--- config.mk ---
export PLATFORM = sky130hd
export DESIGN_NAME = dmt_ctrl
export DESIGN_NICKNAME = d
export VERILOG_FILES = /design/src/rtl/dmt_pkg.sv /design/src/rtl/dmt_dec_stage.sv /design/src/rtl/dmt_ctrl.sv
export SDC_FILE = /design/constraint.sdc
export NUM_CORES = 2
export LEC_CHECK = 0
export BUFFER_PORTS_ARGS = -buffer_cell sky130_fd_sc_hd__buf_2
export CORE_ASPECT_RATIO = 0.9
export CORE_UTILIZATION = 45
export DETAILED_ROUTE_END_ITERATION = 6
export PLACE_DENSITY = 0.7
export SLEW_MARGIN = 20
export SYNTH_ARGS = -nofsm -noshare
export SYNTH_HDL_FRONTEND = slang
export SYNTH_SLANG_ARGS = --single-unit
export TNS_END_PERCENT = 50
--- constraint.sdc ---
create_clock -name core_clk -period 7.1 [get_ports core_clk]
set_clock_uncertainty 0.15 [all_clocks]
set_input_delay 1.065 -clock core_clk [delete_from_list [all_inputs] [get_ports core_clk]]
set_output_delay 1.065 -clock core_clk [all_outputs]
set_load 0.01 [all_outputs]
--- src/rtl/dmt_pkg.sv ---
// Package for the downconverter mode and test control block.
// Assumes a single 200 MHz core clock and byte-wide register access.
package dmt_pkg;

    // Register offsets
    localparam logic [15:0] ADDR_ONE_TEST   = 16'h0347;
    localparam logic [15:0] ADDR_TWO_CTRL   = 16'h0350;
    localparam logic [15:0] ADDR_PAT_SELECT = 16'h0550;

    // Reset values
    localparam logic [7:0] RST_ONE_TEST   = 8'h00;
    localparam logic [7:0] RST_TWO_CTRL   = 8'h00;
    localparam logic [3:0] RST_PAT_SELECT = 4'h0;

    // Field positions of the first downconverter test register
    localparam int BIT_TEST_I = 0;
    localparam int BIT_TEST_Q = 2;
    localparam logic [7:0] MASK_ONE_TEST = 8'h05;

    // Field positions of the second downconverter control register
    localparam int BIT_MIXER    = 7;
    localparam int BIT_GAIN     = 6;
    localparam int POS_IF_HI    = 5;
    localparam int POS_IF_LO    = 4;
    localparam int BIT_C2R      = 3;
    localparam int POS_DEC_HI   = 2;
    localparam int POS_DEC_LO   = 0;
    localparam int PAT_SEL_BITS = 4;

    // IF mode codes
    localparam logic [1:0] IF_VARIABLE = 2'h0;
    localparam logic [1:0] IF_ZERO     = 2'h1;
    localparam logic [1:0] IF_QUARTER  = 2'h2;
    localparam logic [1:0] IF_TEST     = 2'h3;

    // Decimation codes
    localparam logic [2:0] DEC_HB12     = 3'h0;
    localparam logic [2:0] DEC_HB123    = 3'h1;
    localparam logic [2:0] DEC_HB1234   = 3'h2;
    localparam logic [2:0] DEC_HB1      = 3'h3;
    localparam logic [2:0] DEC_HB1_TB   = 3'h4;
    localparam logic [2:0] DEC_HB12_TB  = 3'h5;
    localparam logic [2:0] DEC_HB123_TB = 3'h6;

    // Stage factors and output scaling (sum * mul >>> shift)
    localparam int HALF_FACTOR  = 2;
    localparam int HALF_MUL     = 1;
    localparam int HALF_SHIFT   = 1;
    localparam int THIRD_FACTOR = 3;
    localparam int THIRD_MUL    = 11;
    localparam int THIRD_SHIFT  = 5;

endpackage

--- src/rtl/dmt_dec_stage.sv ---
// One decimation stage: boxcar average over FACTOR samples, or bypass.
// Assumes in_valid from logic on the same clock; ce freezes all state.
`timescale 1ns/1ps
module dmt_dec_stage
    import dmt_pkg::*;
#(
    parameter int DW     = 16,
    parameter int FACTOR = 2,
    parameter int MUL    = 1,
    parameter int SHIFT  = 1
) (
    input  wire logic                 core_clk,
    input  wire logic                 arst_n,
    input  wire logic                 ce,
    input  wire logic                 bypass,
    input  wire logic                 clear,
    input  wire logic                 in_valid,
    input  wire logic signed [DW-1:0] in_i,
    input  wire logic signed [DW-1:0] in_q,
    output logic                      out_valid,
    output logic signed [DW-1:0]      out_i,
    output logic signed [DW-1:0]      out_q
);
    localparam int AW = DW + 2;
    localparam int PW = AW + 5;

    // Refuse factors other than two and three, and widths under four bits
    if (FACTOR < 2 || FACTOR > 3 || DW < 4) begin : g_bad_param
        $error("dmt_dec_stage: unsupported FACTOR or DW");
    end

    logic        [1:0]    phase;
    logic signed [AW-1:0] acc_i;
    logic signed [AW-1:0] acc_q;
    logic signed [AW-1:0] sum_i;
    logic signed [AW-1:0] sum_q;
    logic signed [PW-1:0] prod_i;
    logic signed [PW-1:0] prod_q;

    // Running sums and scaled averages
    always_comb begin
        sum_i  = acc_i + AW'(in_i);
        sum_q  = acc_q + AW'(in_q);
        prod_i = (PW'(sum_i) * PW'(MUL)) >>> SHIFT;
        prod_q = (PW'(sum_q) * PW'(MUL)) >>> SHIFT;
    end

    // Accumulate FACTOR samples, then emit one
    always_ff @(posedge core_clk or negedge arst_n) begin
        if (!arst_n) begin
            phase     <= 2'h0;
            acc_i     <= '0;
            acc_q     <= '0;
            out_valid <= 1'b0;
            out_i     <= '0;
            out_q     <= '0;
        end else if (ce) begin
            out_valid <= 1'b0;
            if (clear) begin
                phase <= 2'h0;
                acc_i <= '0;
                acc_q <= '0;
            end else if (in_valid) begin
                if (bypass) begin
                    out_valid <= 1'b1;
                    out_i     <= in_i;
                    out_q     <= in_q;
                end else if (phase == 2'(FACTOR - 1)) begin
                    out_valid <= 1'b1;
                    out_i     <= DW'(prod_i);
                    out_q     <= DW'(prod_q);
                    phase     <= 2'h0;
                    acc_i     <= '0;
                    acc_q     <= '0;
                end else begin
                    acc_i <= sum_i;
                    acc_q <= sum_q;
                    phase <= phase + 2'h1;
                end
            end
        end
    end
endmodule

--- src/rtl/dmt_ctrl.sv ---
// Downconverter mode and test control: registers, test substitution on
// the first downconverter, mixer and decimation chain of the second.
// Assumes register strobes and samples come from logic on core_clk.
//
// Notes on behaviour
// - Test bit 2 set replaces first downconverter Q samples with source B.
// - Test bit 0 set replaces first downconverter I samples with source A.
// - Pattern of sources A and B chosen by separate four-bit select field.
// - Control bit 7: 0 real mixer, one channel; 1 complex, two channels.
// - Control bit 6: 0 unity gain, 1 doubles samples (6 dB).
// - Control bit 3 clear: I and Q valid; set: real I via fs/4 mix.
// - Code 000 uses half-band one and two; decimate 2 or 4.
// - Code 001 uses half-band one to three; decimate 4 or 8.
// - Code 010 uses half-band one to four; decimate 8 or 16.
// - Code 011 uses half-band one only; decimate 1 or 2.
// - Code 100 uses half-band one plus third-band; decimate 3 or 6.
// - Code 101 uses half-band one, two, third-band; decimate 6 or 12.
// - Code 110 uses half-band one to three, third-band; decimate 12 or 24.
`timescale 1ns/1ps
module dmt_ctrl
    import dmt_pkg::*;
#(
    parameter int DW = 16
) (
    input  wire logic                   core_clk,
    input  wire logic                   arst_n,
    input  wire logic                   ce,
    input  wire logic                   reg_wr,
    input  wire logic                   reg_rd,
    input  wire logic [15:0]            reg_addr,
    input  wire logic [7:0]             reg_wdata,
    output logic      [7:0]             reg_rdata,
    input  wire logic                   one_valid_in,
    input  wire logic signed [DW-1:0]   one_i_in,
    input  wire logic signed [DW-1:0]   one_q_in,
    input  wire logic signed [DW-1:0]   pattern_a,
    input  wire logic signed [DW-1:0]   pattern_b,
    output logic                        one_valid_out,
    output logic signed [DW-1:0]        one_i_out,
    output logic signed [DW-1:0]        one_q_out,
    output logic      [PAT_SEL_BITS-1:0] pattern_select,
    input  wire logic                   two_valid_in,
    input  wire logic signed [DW-1:0]   two_a_in,
    input  wire logic signed [DW-1:0]   two_b_in,
    output logic                        two_valid_out,
    output logic signed [DW-1:0]        two_i_out,
    output logic signed [DW-1:0]        two_q_out
);
    if (DW < 4) begin : g_bad_width
        $error("dmt_ctrl: DW too small");
    end

    logic [7:0] one_test;
    logic [7:0] two_ctrl;
    logic       cfg_clear;

    // Register writes; a control write resynchronises the decimators
    always_ff @(posedge core_clk or negedge arst_n) begin
        if (!arst_n) begin
            one_test       <= RST_ONE_TEST;
            two_ctrl       <= RST_TWO_CTRL;
            pattern_select <= RST_PAT_SELECT;
            cfg_clear      <= 1'b0;
        end else if (ce) begin
            cfg_clear <= reg_wr && (reg_addr == ADDR_TWO_CTRL);
            if (reg_wr) begin
                unique case (reg_addr)
                    ADDR_ONE_TEST:   one_test <= reg_wdata & MASK_ONE_TEST;
                    ADDR_TWO_CTRL:   two_ctrl <= reg_wdata;
                    ADDR_PAT_SELECT: pattern_select <= reg_wdata[3:0];
                    default: ;
                endcase
            end
        end
    end

    // Register reads, one cycle later; unmapped reads give zero
    always_ff @(posedge core_clk or negedge arst_n) begin
        if (!arst_n) begin
            reg_rdata <= 8'h00;
        end else if (ce && reg_rd) begin
            unique case (reg_addr)
                ADDR_ONE_TEST:   reg_rdata <= one_test;
                ADDR_TWO_CTRL:   reg_rdata <= two_ctrl;
                ADDR_PAT_SELECT: reg_rdata <= {4'h0, pattern_select};
                default:         reg_rdata <= 8'h00;
            endcase
        end
    end

    // First downconverter: optional test substitution per lane
    always_ff @(posedge core_clk or negedge arst_n) begin
        if (!arst_n) begin
            one_valid_out <= 1'b0;
            one_i_out     <= '0;
            one_q_out     <= '0;
        end else if (ce) begin
            one_valid_out <= one_valid_in;
            if (one_valid_in) begin
                one_i_out <= one_test[BIT_TEST_I] ? pattern_a : one_i_in;
                one_q_out <= one_test[BIT_TEST_Q] ? pattern_b : one_q_in;
            end
        end
    end

    // Control field decode
    logic       mix_complex;
    logic       gain_double;
    logic [1:0] if_mode;
    logic       c2r;
    logic [2:0] dec_code;
    logic [3:0] stage_on;  // half-band two, three, four, third-band

    assign mix_complex = two_ctrl[BIT_MIXER];
    assign gain_double = two_ctrl[BIT_GAIN];
    assign if_mode     = two_ctrl[POS_IF_HI:POS_IF_LO];
    assign c2r         = two_ctrl[BIT_C2R];
    assign dec_code    = two_ctrl[POS_DEC_HI:POS_DEC_LO];

    // Stage selection per decimation code; half-band one runs unless c2r is set
    always_comb begin
        unique case (dec_code)
            DEC_HB12:     stage_on = 4'b0001;
            DEC_HB123:    stage_on = 4'b0011;
            DEC_HB1234:   stage_on = 4'b0111;
            DEC_HB1:      stage_on = 4'b0000;
            DEC_HB1_TB:   stage_on = 4'b1000;
            DEC_HB12_TB:  stage_on = 4'b1001;
            DEC_HB123_TB: stage_on = 4'b1011;
            default:      stage_on = 4'b0001;
        endcase
    end

    // Input mixer: channel choice and IF mode rotation
    logic                 mix_valid;
    logic signed [DW-1:0] mix_i;
    logic signed [DW-1:0] mix_q;
    logic        [1:0]    rot_phase;
    logic signed [DW-1:0] src_i;
    logic signed [DW-1:0] src_q;
    logic signed [DW-1:0] ramp;

    always_comb begin
        src_i = two_a_in;
        src_q = mix_complex ? two_b_in : '0;
    end

    always_ff @(posedge core_clk or negedge arst_n) begin
        if (!arst_n) begin
            mix_valid <= 1'b0;
            mix_i     <= '0;
            mix_q     <= '0;
            rot_phase <= 2'h0;
            ramp      <= '0;
        end else if (ce) begin
            // A sample arriving with the clear pulse is dropped, not resent
            mix_valid <= two_valid_in && !cfg_clear;
            if (cfg_clear) begin
                rot_phase <= 2'h0;
            end else if (two_valid_in) begin
                rot_phase <= rot_phase + 2'h1;
                ramp      <= ramp + DW'(1);
                unique case (if_mode)
                    IF_QUARTER: begin
                        unique case (rot_phase)
                            2'h0: begin mix_i <= src_i;  mix_q <= src_q;  end
                            2'h1: begin mix_i <= src_q;  mix_q <= -src_i; end
                            2'h2: begin mix_i <= -src_i; mix_q <= -src_q; end
                            default: begin mix_i <= -src_q; mix_q <= src_i; end
                        endcase
                    end
                    IF_TEST: begin
                        mix_i <= ramp;
                        mix_q <= ~ramp;
                    end
                    default: begin
                        mix_i <= src_i;
                        mix_q <= src_q;
                    end
                endcase
            end
        end
    end

    // Decimation chain: half-band one to four, then third-band
    logic                 st_valid [0:5];
    logic signed [DW-1:0] st_i     [0:5];
    logic signed [DW-1:0] st_q     [0:5];
    logic         [4:0]   st_bypass;

    assign st_valid[0] = mix_valid;
    assign st_i[0]     = mix_i;
    assign st_q[0]     = mix_q;
    // Half-band one keeps the full rate when real output is built
    assign st_bypass   = {~stage_on, c2r};

    for (genvar s = 0; s < 5; s++) begin : g_stage
        localparam int F = (s == 4) ? THIRD_FACTOR : HALF_FACTOR;
        localparam int M = (s == 4) ? THIRD_MUL : HALF_MUL;
        localparam int S = (s == 4) ? THIRD_SHIFT : HALF_SHIFT;
        dmt_dec_stage #(
            .DW     (DW),
            .FACTOR (F),
            .MUL    (M),
            .SHIFT  (S)
        ) u_stage (
            .core_clk  (core_clk),
            .arst_n    (arst_n),
            .ce        (ce),
            .bypass    (st_bypass[s]),
            .clear     (cfg_clear),
            .in_valid  (st_valid[s]),
            .in_i      (st_i[s]),
            .in_q      (st_q[s]),
            .out_valid (st_valid[s+1]),
            .out_i     (st_i[s+1]),
            .out_q     (st_q[s+1])
        );
    end

    // Saturating doubling
    function automatic logic signed [DW-1:0] dbl(
        input logic signed [DW-1:0] x
    );
        logic signed [DW-1:0] r;
        r = {x[DW-2:0], 1'b0};
        if (x[DW-1] != x[DW-2]) begin
            r = x[DW-1] ? {1'b1, {(DW-1){1'b0}}} : {1'b0, {(DW-1){1'b1}}};
        end
        return r;
    endfunction

    logic        [1:0]    c2r_phase;
    logic signed [DW-1:0] real_i;

    // Complex to real: real part after a further fs/4 rotation
    always_comb begin
        unique case (c2r_phase)
            2'h0:    real_i = st_i[5];
            2'h1:    real_i = -st_q[5];
            2'h2:    real_i = -st_i[5];
            default: real_i = st_q[5];
        endcase
    end

    // Output stage with gain and complex-to-real selection
    always_ff @(posedge core_clk or negedge arst_n) begin
        if (!arst_n) begin
            two_valid_out <= 1'b0;
            two_i_out     <= '0;
            two_q_out     <= '0;
            c2r_phase     <= 2'h0;
        end else if (ce) begin
            // Never flag stale data as new while the chain is cleared
            two_valid_out <= st_valid[5] && !cfg_clear;
            if (cfg_clear) begin
                c2r_phase <= 2'h0;
            end else if (st_valid[5]) begin
                if (c2r) begin
                    c2r_phase <= c2r_phase + 2'h1;
                    two_i_out <= gain_double ? dbl(real_i) : real_i;
                    two_q_out <= '0;
                end else begin
                    two_i_out <= gain_double ? dbl(st_i[5]) : st_i[5];
                    two_q_out <= gain_double ? dbl(st_q[5]) : st_q[5];
                end
            end
        end
    end
endmodule

**Yosys cells after proc, flatten, opt, wreduce, memory -nomap -nowiden**

Cells that the tools add are included.
W data, S select, Z words.

- RAM bits: 0
- Latch bits: 0
- Bits in registers: 497
- Memories kept: 0
- Bits of input ports: 127
- Memory bits (read-only): 0
- Output and inout port bits: 78
- Word-level logic and storage cells: 266

- Eq/ne operators: 28
- $add $sub $neg: 22
- Reductions and logical operators: 38
- $mul: 2
- Shifts and indexed selects: 0
- Order comparisons: 0
- Div/mod/pow operators: 0
- Bitwise gates (word level): 3
- Muxes and demuxes: 126

Operators by type and width:

| cell | count |
|---|---|
| $mux W18 | 40 |
| $mux W16 | 34 |
| $add A18 B16 Y18 | 10 |
| $pmux W16 S3 | 3 |
| $neg A16 Y16 | 4 |
| $pmux W16 S2 | 2 |
| $mux W2 | 25 |
| $mul A18 B5 Y21 const B | 2 |
| $reduce_and A3 Y1 | 11 |
| $eq A16 B10 Y1 const B | 2 |
| $reduce_bool A2 Y1 | 13 |
| $pmux W4 S6 | 1 |
| $pmux W8 S3 | 1 |
| $mux W1 | 20 |
| $reduce_and A4 Y1 | 5 |
| $add A16 B2 Y16 const B | 1 |
| $eq A16 B11 Y1 const B | 1 |
| $not A16 Y16 | 1 |
| $add A2 B1 Y2 const B | 7 |
| $eq A2 B1 Y1 const B | 6 |
| $eq A2 B2 Y1 const B | 5 |
| $eq A3 B3 Y1 const B | 3 |
| $ne A2 B2 Y1 const B | 4 |
| $eq A3 B2 Y1 const B | 2 |
| 9 further kinds | 16 |

**Logic depth before layout (Yosys ltp)**

- Depth in word-level cells: 6
- Depth in mapped cells: 25
- Depth with buffers taken out: 25

**Hierarchy**

From an unflattened synthesis, not the netlist that was laid out.

- Cells, all modules: 3978
- Area total of the unflattened synthesis: 35323.9 µm²

Modules (own cells, without submodules):

| module | area an instance (µm²) | times used | cells an instance | sequential area each (µm²) |
|---|---|---|---|---|
| dmt_ctrl | 9924.5 | 1 | 1196 | 3553.4 |
| dmt_dec_stage (g_stage[0].u_stage ...) | 4480.5 | 2 | 486 | 1726.7 |
| dmt_dec_stage (g_stage[4].u_stage) | 7493.4 | 1 | 869 | 1776.7 |
| dmt_dec_stage (g_stage[3].u_stage) | 4528.1 | 1 | 473 | 1726.7 |
| dmt_dec_stage (g_stage[2].u_stage) | 4416.7 | 1 | 468 | 1726.7 |

**Worst setup path before layout**

Ideal clock, no wire load.

- Path type: register -> register
- Start: reg g_stage[3].u_stage.out_q[0]
- End: reg g_stage[4].u_stage.out_q[15]
- Setup time: 0.139 ns
- Stages on the path, launching flop included: 25
- Path buffers: 0
- Setup slack: 1.591 ns
- Clock period less this slack: 5.509 ns
- Data arrival time: 5.221 ns
- Data required time: 6.811 ns
- Cells stage by stage: dfrtp_1 -> ha_1 -> inv_1 -> fa_1 -> nand2b_1 -> a21oi_1 -> o41ai_1 -> o21ai_0 -> o41ai_1 -> nor2b_1 -> o21a_1 -> or2_2 -> xor2_1 -> ha_1 -> inv_1 -> fa_1 -> inv_1 -> ha_1 -> a21o_1 -> a21oi_1 -> o21ai_1 -> and4_1 -> a2111oi_0 -> xnor2_1 -> o221ai_1

- Cells in the longest elaborated chain, start to end: 4

Ends and longest elaborated chain:

| item | line | text |
|---|---|---|
| start: declaration | dmt_dec_stage.sv:22 | `output logic signed [DW-1:0] out_q` |
| start signal: assignment | dmt_dec_stage.sv:67 | `out_q <= in_q;` |
| start signal: assignment | dmt_dec_stage.sv:71 | `out_q <= DW'(prod_q);` |
| $add A18 B16 Y18 | dmt_dec_stage.sv:43 | `sum_q = acc_q + AW'(in_q);` |
| $mul A18 B5 Y21 | dmt_dec_stage.sv:45 | `prod_q = (PW'(sum_q) * PW'(MUL)) >>> SHIFT;` |
| $mux W16 | dmt_dec_stage.sv:68 | `end else if (phase == 2'(FACTOR - 1)) begin` |
| $mux W16 | dmt_dec_stage.sv:64 | `if (bypass) begin` |
| end signal: assignment | dmt_dec_stage.sv:67 |  |
| end signal: assignment | dmt_dec_stage.sv:71 |  |
| end: declaration | dmt_dec_stage.sv:22 |  |

No other way between the ends. The select of a mux whose other input is x is not followed.
A chain may end at the register's enable or synchronous reset.

**Worst setup path after layout**

Same ends and word-level chain as after synthesis.

==> results.md <==
* Final slew viol count at 0
* Fin nets at 4335
* Fmax at 169 MHz
* Syn Nets at 4241
* # diodes at 0
* CTS Buf Count at 54
* Clock slew at reported path FFs at 70 ps
* I/O Buffers at 204
* Total number of vias at 28400
* Maximum number of pins on one net before global-route repair at 151
* R2R depth at 25
* Clock tree buffer depth at 3
* Overall global routing resource usage at 0.232
* CTS root buf: clkbuf_16
* Die height at 261 um
* Final period util at 0.833
* Pwr Density at 394 nW/um^2
* Routing usage on met3 at 0.0294
* Dpl hpwl at 64200 um
* Hold Path Class: in -> async
* Post-Syn Area at 33500 um^2
* RSZ-0062 raised after global routing: false
* Area Overhead vs Synth at 11.1%
* GR peak layer: met2
* Mean Syn Cell Area at 8.76 um^2
* Vias in the first global route at 26500
* Routed len/inst at 18.0 um
* Comb power frac at 0.517
* RD Place Congestion at 0.908
* Post-CTS setup buffers at 0
* Startpoint types: flop
* ANT nets after route at 0
* Internal at 8330 uW
* Design Power at 14700 uW
* Synth unique cells at 80
* Fin area at 37200 um^2
* Mapped Cells at 3824
* Clock power share at 0.200
* CTS HTree Levels at 2
* Worst EP required at 7430 ps
* CTS tree: built
* Peak VDD IR at 0.272 mV
* Rows at 94
* Top_reg_cell synth: dfrtp_1
* Worst EP arrival at 6240 ps
* Total congestion overflow at 0
* Status: completed
* Net Switching at 6340 uW
* Seq/Total Area, Yosys at 0.365
* Crit path kind: reg -> reg
* Avg Vias per Cell at 5.78
* Worst skew pair latency at 620 ps
* Fin. Hold Viols at 0
* Global-route wire length before repair at 143000 um
* Max-Cap Viols at 0
* Final worst path period need at 5910 ps
* Synth async-reset ratio at 1.00
* M2 GR Usage at 0.368
* CTS Hold Bufs at 0
* Clock Sinks at 489
* DR pass1 iterations at 5
* Die area at 75600 um^2
* Residual DRC at 0
* Die W at 290 um
* Sw Share at 0.432
* Final setup vio count at 0
* Number of enable flip-flop cells after synthesis at 0
* YS warnings at 0
* Share of layout cells above drive strength 1 at 0.104
* Slew headroom at 0.278
* Seq pwr share at 0.283
* # resized after CTS at 0
* Initial antenna violation count at 0
* Worst Tran Pin Value at 1080 ps
* Seq cells post-synth at 489
* Worst-path fanout max at 4
* CP Capture Type: flop
* Static Leakage at 0.0178 uW
* Drt first-iter violations at 2380
* Core ar. at 73400 um^2
* Setup_tns at 0 ps
* Post-route insts no fill at 4920
* Initial cell density of the core at 0.457
* Fillcell total at 6872
* Placed Cells at 4822
* Io pins at 205
* Area after DPL at 35400 um^2
* Total Wirelength at 88500 um
* Met1 GRT Util at 0.335
worst paths after layout:
check                                       startpoint                           end  slack (ps)
min in group core_clk                     two_q_out[0]                  two_q_out[0]         320
setup reg to reg           g_stage[3].u_stage.out_q[0]  g_stage[4].u_stage.out_q[15]        1190
hold / removal                                  arst_n                 two_i_out[14]         300
setup / recovery           g_stage[3].u_stage.out_q[0]  g_stage[4].u_stage.out_q[15]        1190
hold reg to reg                           two_q_out[0]                  two_q_out[0]         320
max in group asynchronous                       arst_n                 one_q_out[13]        5130
Yosys cell counts (8+ instances only):
cell	count	share of area
o21bai_1	25	0.0056
o41ai_1	8	0.0021
nor3_1	73	0.011
nor4_1	12	0.0022
a22oi_1	10	0.0022
or2_2	8	0.0015
nor2_1	275	0.031
o31ai_1	34	0.0076
ha_1	252	0.094
nand2b_1	38	0.0071
o21ai_0	289	0.043
nand3_1	64	0.0096
inv_1	199	0.022
a221oi_1	14	0.0037
a31o_2	8	0.0021
mux2_2	23	0.0077
a211oi_1	31	0.0069
nand4_1	12	0.0022
buf_1	20	0.0022
nand2_1	480	0.054
a21oi_1	296	0.044
nand3b_1	15	0.0034
o22ai_1	13	0.0024
fa_1	38	0.023
a311oi_1	9	0.0024
xnor2_1	161	0.042
nor2b_1	23	0.0043
a31oi_1	104	0.019
a22o_1	139	0.036
o21a_1	23	0.0052
clkbuf_1	188	0.021
and2_1	16	0.0030
mux2i_1	100	0.030
xor2_1	76	0.020
and3_1	35	0.0065
o211ai_1	18	0.0040
dfrtp_1	489	0.37
a21o_1	77	0.017
or3_1	24	0.0045
final cells by class:
class	instances	area, um^2	area share
multi-input cells	2924	19800	0.531
flip-flops and latches	489	12200	0.329
clock buffers	72	1580	0.0425
repair buffers	247	1390	0.0374
well taps	960	1200	0.0323
inverters	202	758	0.0204
clock inverters	26	270	0.00726
critical path: stages, from the launching register on:
cell	delay, ps
dfrtp_1	410
ha_1	250
inv_1	80
fa_1	200
nand2b_1	120
a21oi_1	110
o41ai_1	440
o21ai_0	220
o41ai_1	290
buf_4	200
nor2b_1	50
o21a_1	160
or2_2	280
xor2_1	300
ha_1	300
inv_1	80
fa_1	410
inv_1	70
ha_1	270
a21o_1	180
a21oi_1	130
o21ai_1	130
and4_1	220
a2111oi_0	460
xnor2_1	170
o221ai_1	120
kinds of logic after synthesis:
| logic type | synth area share |
|---|---|
| flops | 0.365 |
| compound gates | 0.221 |
| mux | 0.0389 |
| buf+inv | 0.0463 |
| xor+xnor | 0.0619 |
| fa+ha+maj | 0.117 |
| simple gates | 0.150 |
through the flow:
stage	hold slack [ps]	worst slack, ps	utilization
floorplan	297	1590	-
global placement	308	1430	0.482
detailed placement	315	1250	0.482
CTS	322	1230	0.507
global route	351	854	0.507
finish	297	1190	0.507
cells in the final DEF, fill, tap and decap left out, types with 38 or more instances in the layout:
| cell | netlist | final |
|---|---|---|
| xor2_1 | 76 | 76 |
| nor2_1 | 275 | 273 |
| xnor2_1 | 161 | 161 |
| a31oi_1 | 104 | 104 |
| a21oi_1 | 296 | 296 |
| inv_1 | 199 | 199 |
| mux2i_1 | 100 | 100 |
| a21o_1 | 77 | 77 |
| nand3_1 | 64 | 64 |
| ha_1 | 252 | 251 |
| nor3_1 | 73 | 73 |
| fa_1 | 38 | 38 |
| clkbuf_16 | 0 | 55 |
| buf_4 | 0 | 40 |
| a22o_1 | 139 | 139 |
| o21ai_0 | 289 | 289 |
| nand2_1 | 480 | 478 |
| dfrtp_1 | 489 | 486 |
| buf_2 | 0 | 203 |
power groups by stage:
stage / Sequential, uW / Combinational, uW / Clock (uW)
3_3_place_gp: 4150 / 7300 / 0
4_1_cts: 4130 / 7550 / 3000
6_report: 4150 / 7590 / 2940
2_1_floorplan: 3870 / 5910 / 0
3_5_place_dp: 4170 / 7500 / 0
5_1_grt: 4230 / 8550 / 3110
flip-flops by register name, indices dropped and copies added (netlist names), 10 cells and up:
name,count
mix_i,16
one_i_out,16
mix_q,16
one_q_out,16
two_q_out,16
g_stage.u_stage.out_q,80
g_stage.u_stage.out_i,80
g_stage.u_stage.phase,10
ramp,16
g_stage.u_stage.acc_q,86
two_i_out,16
g_stage.u_stage.acc_i,86
per-layer routing:
layer	share of wire	wire length [um]
met1	0.47	41600
met2	0.45	39800
met3	0.060	5290
met4	0.021	1850
met5	0	0
(Power assumes the default switching activity.)
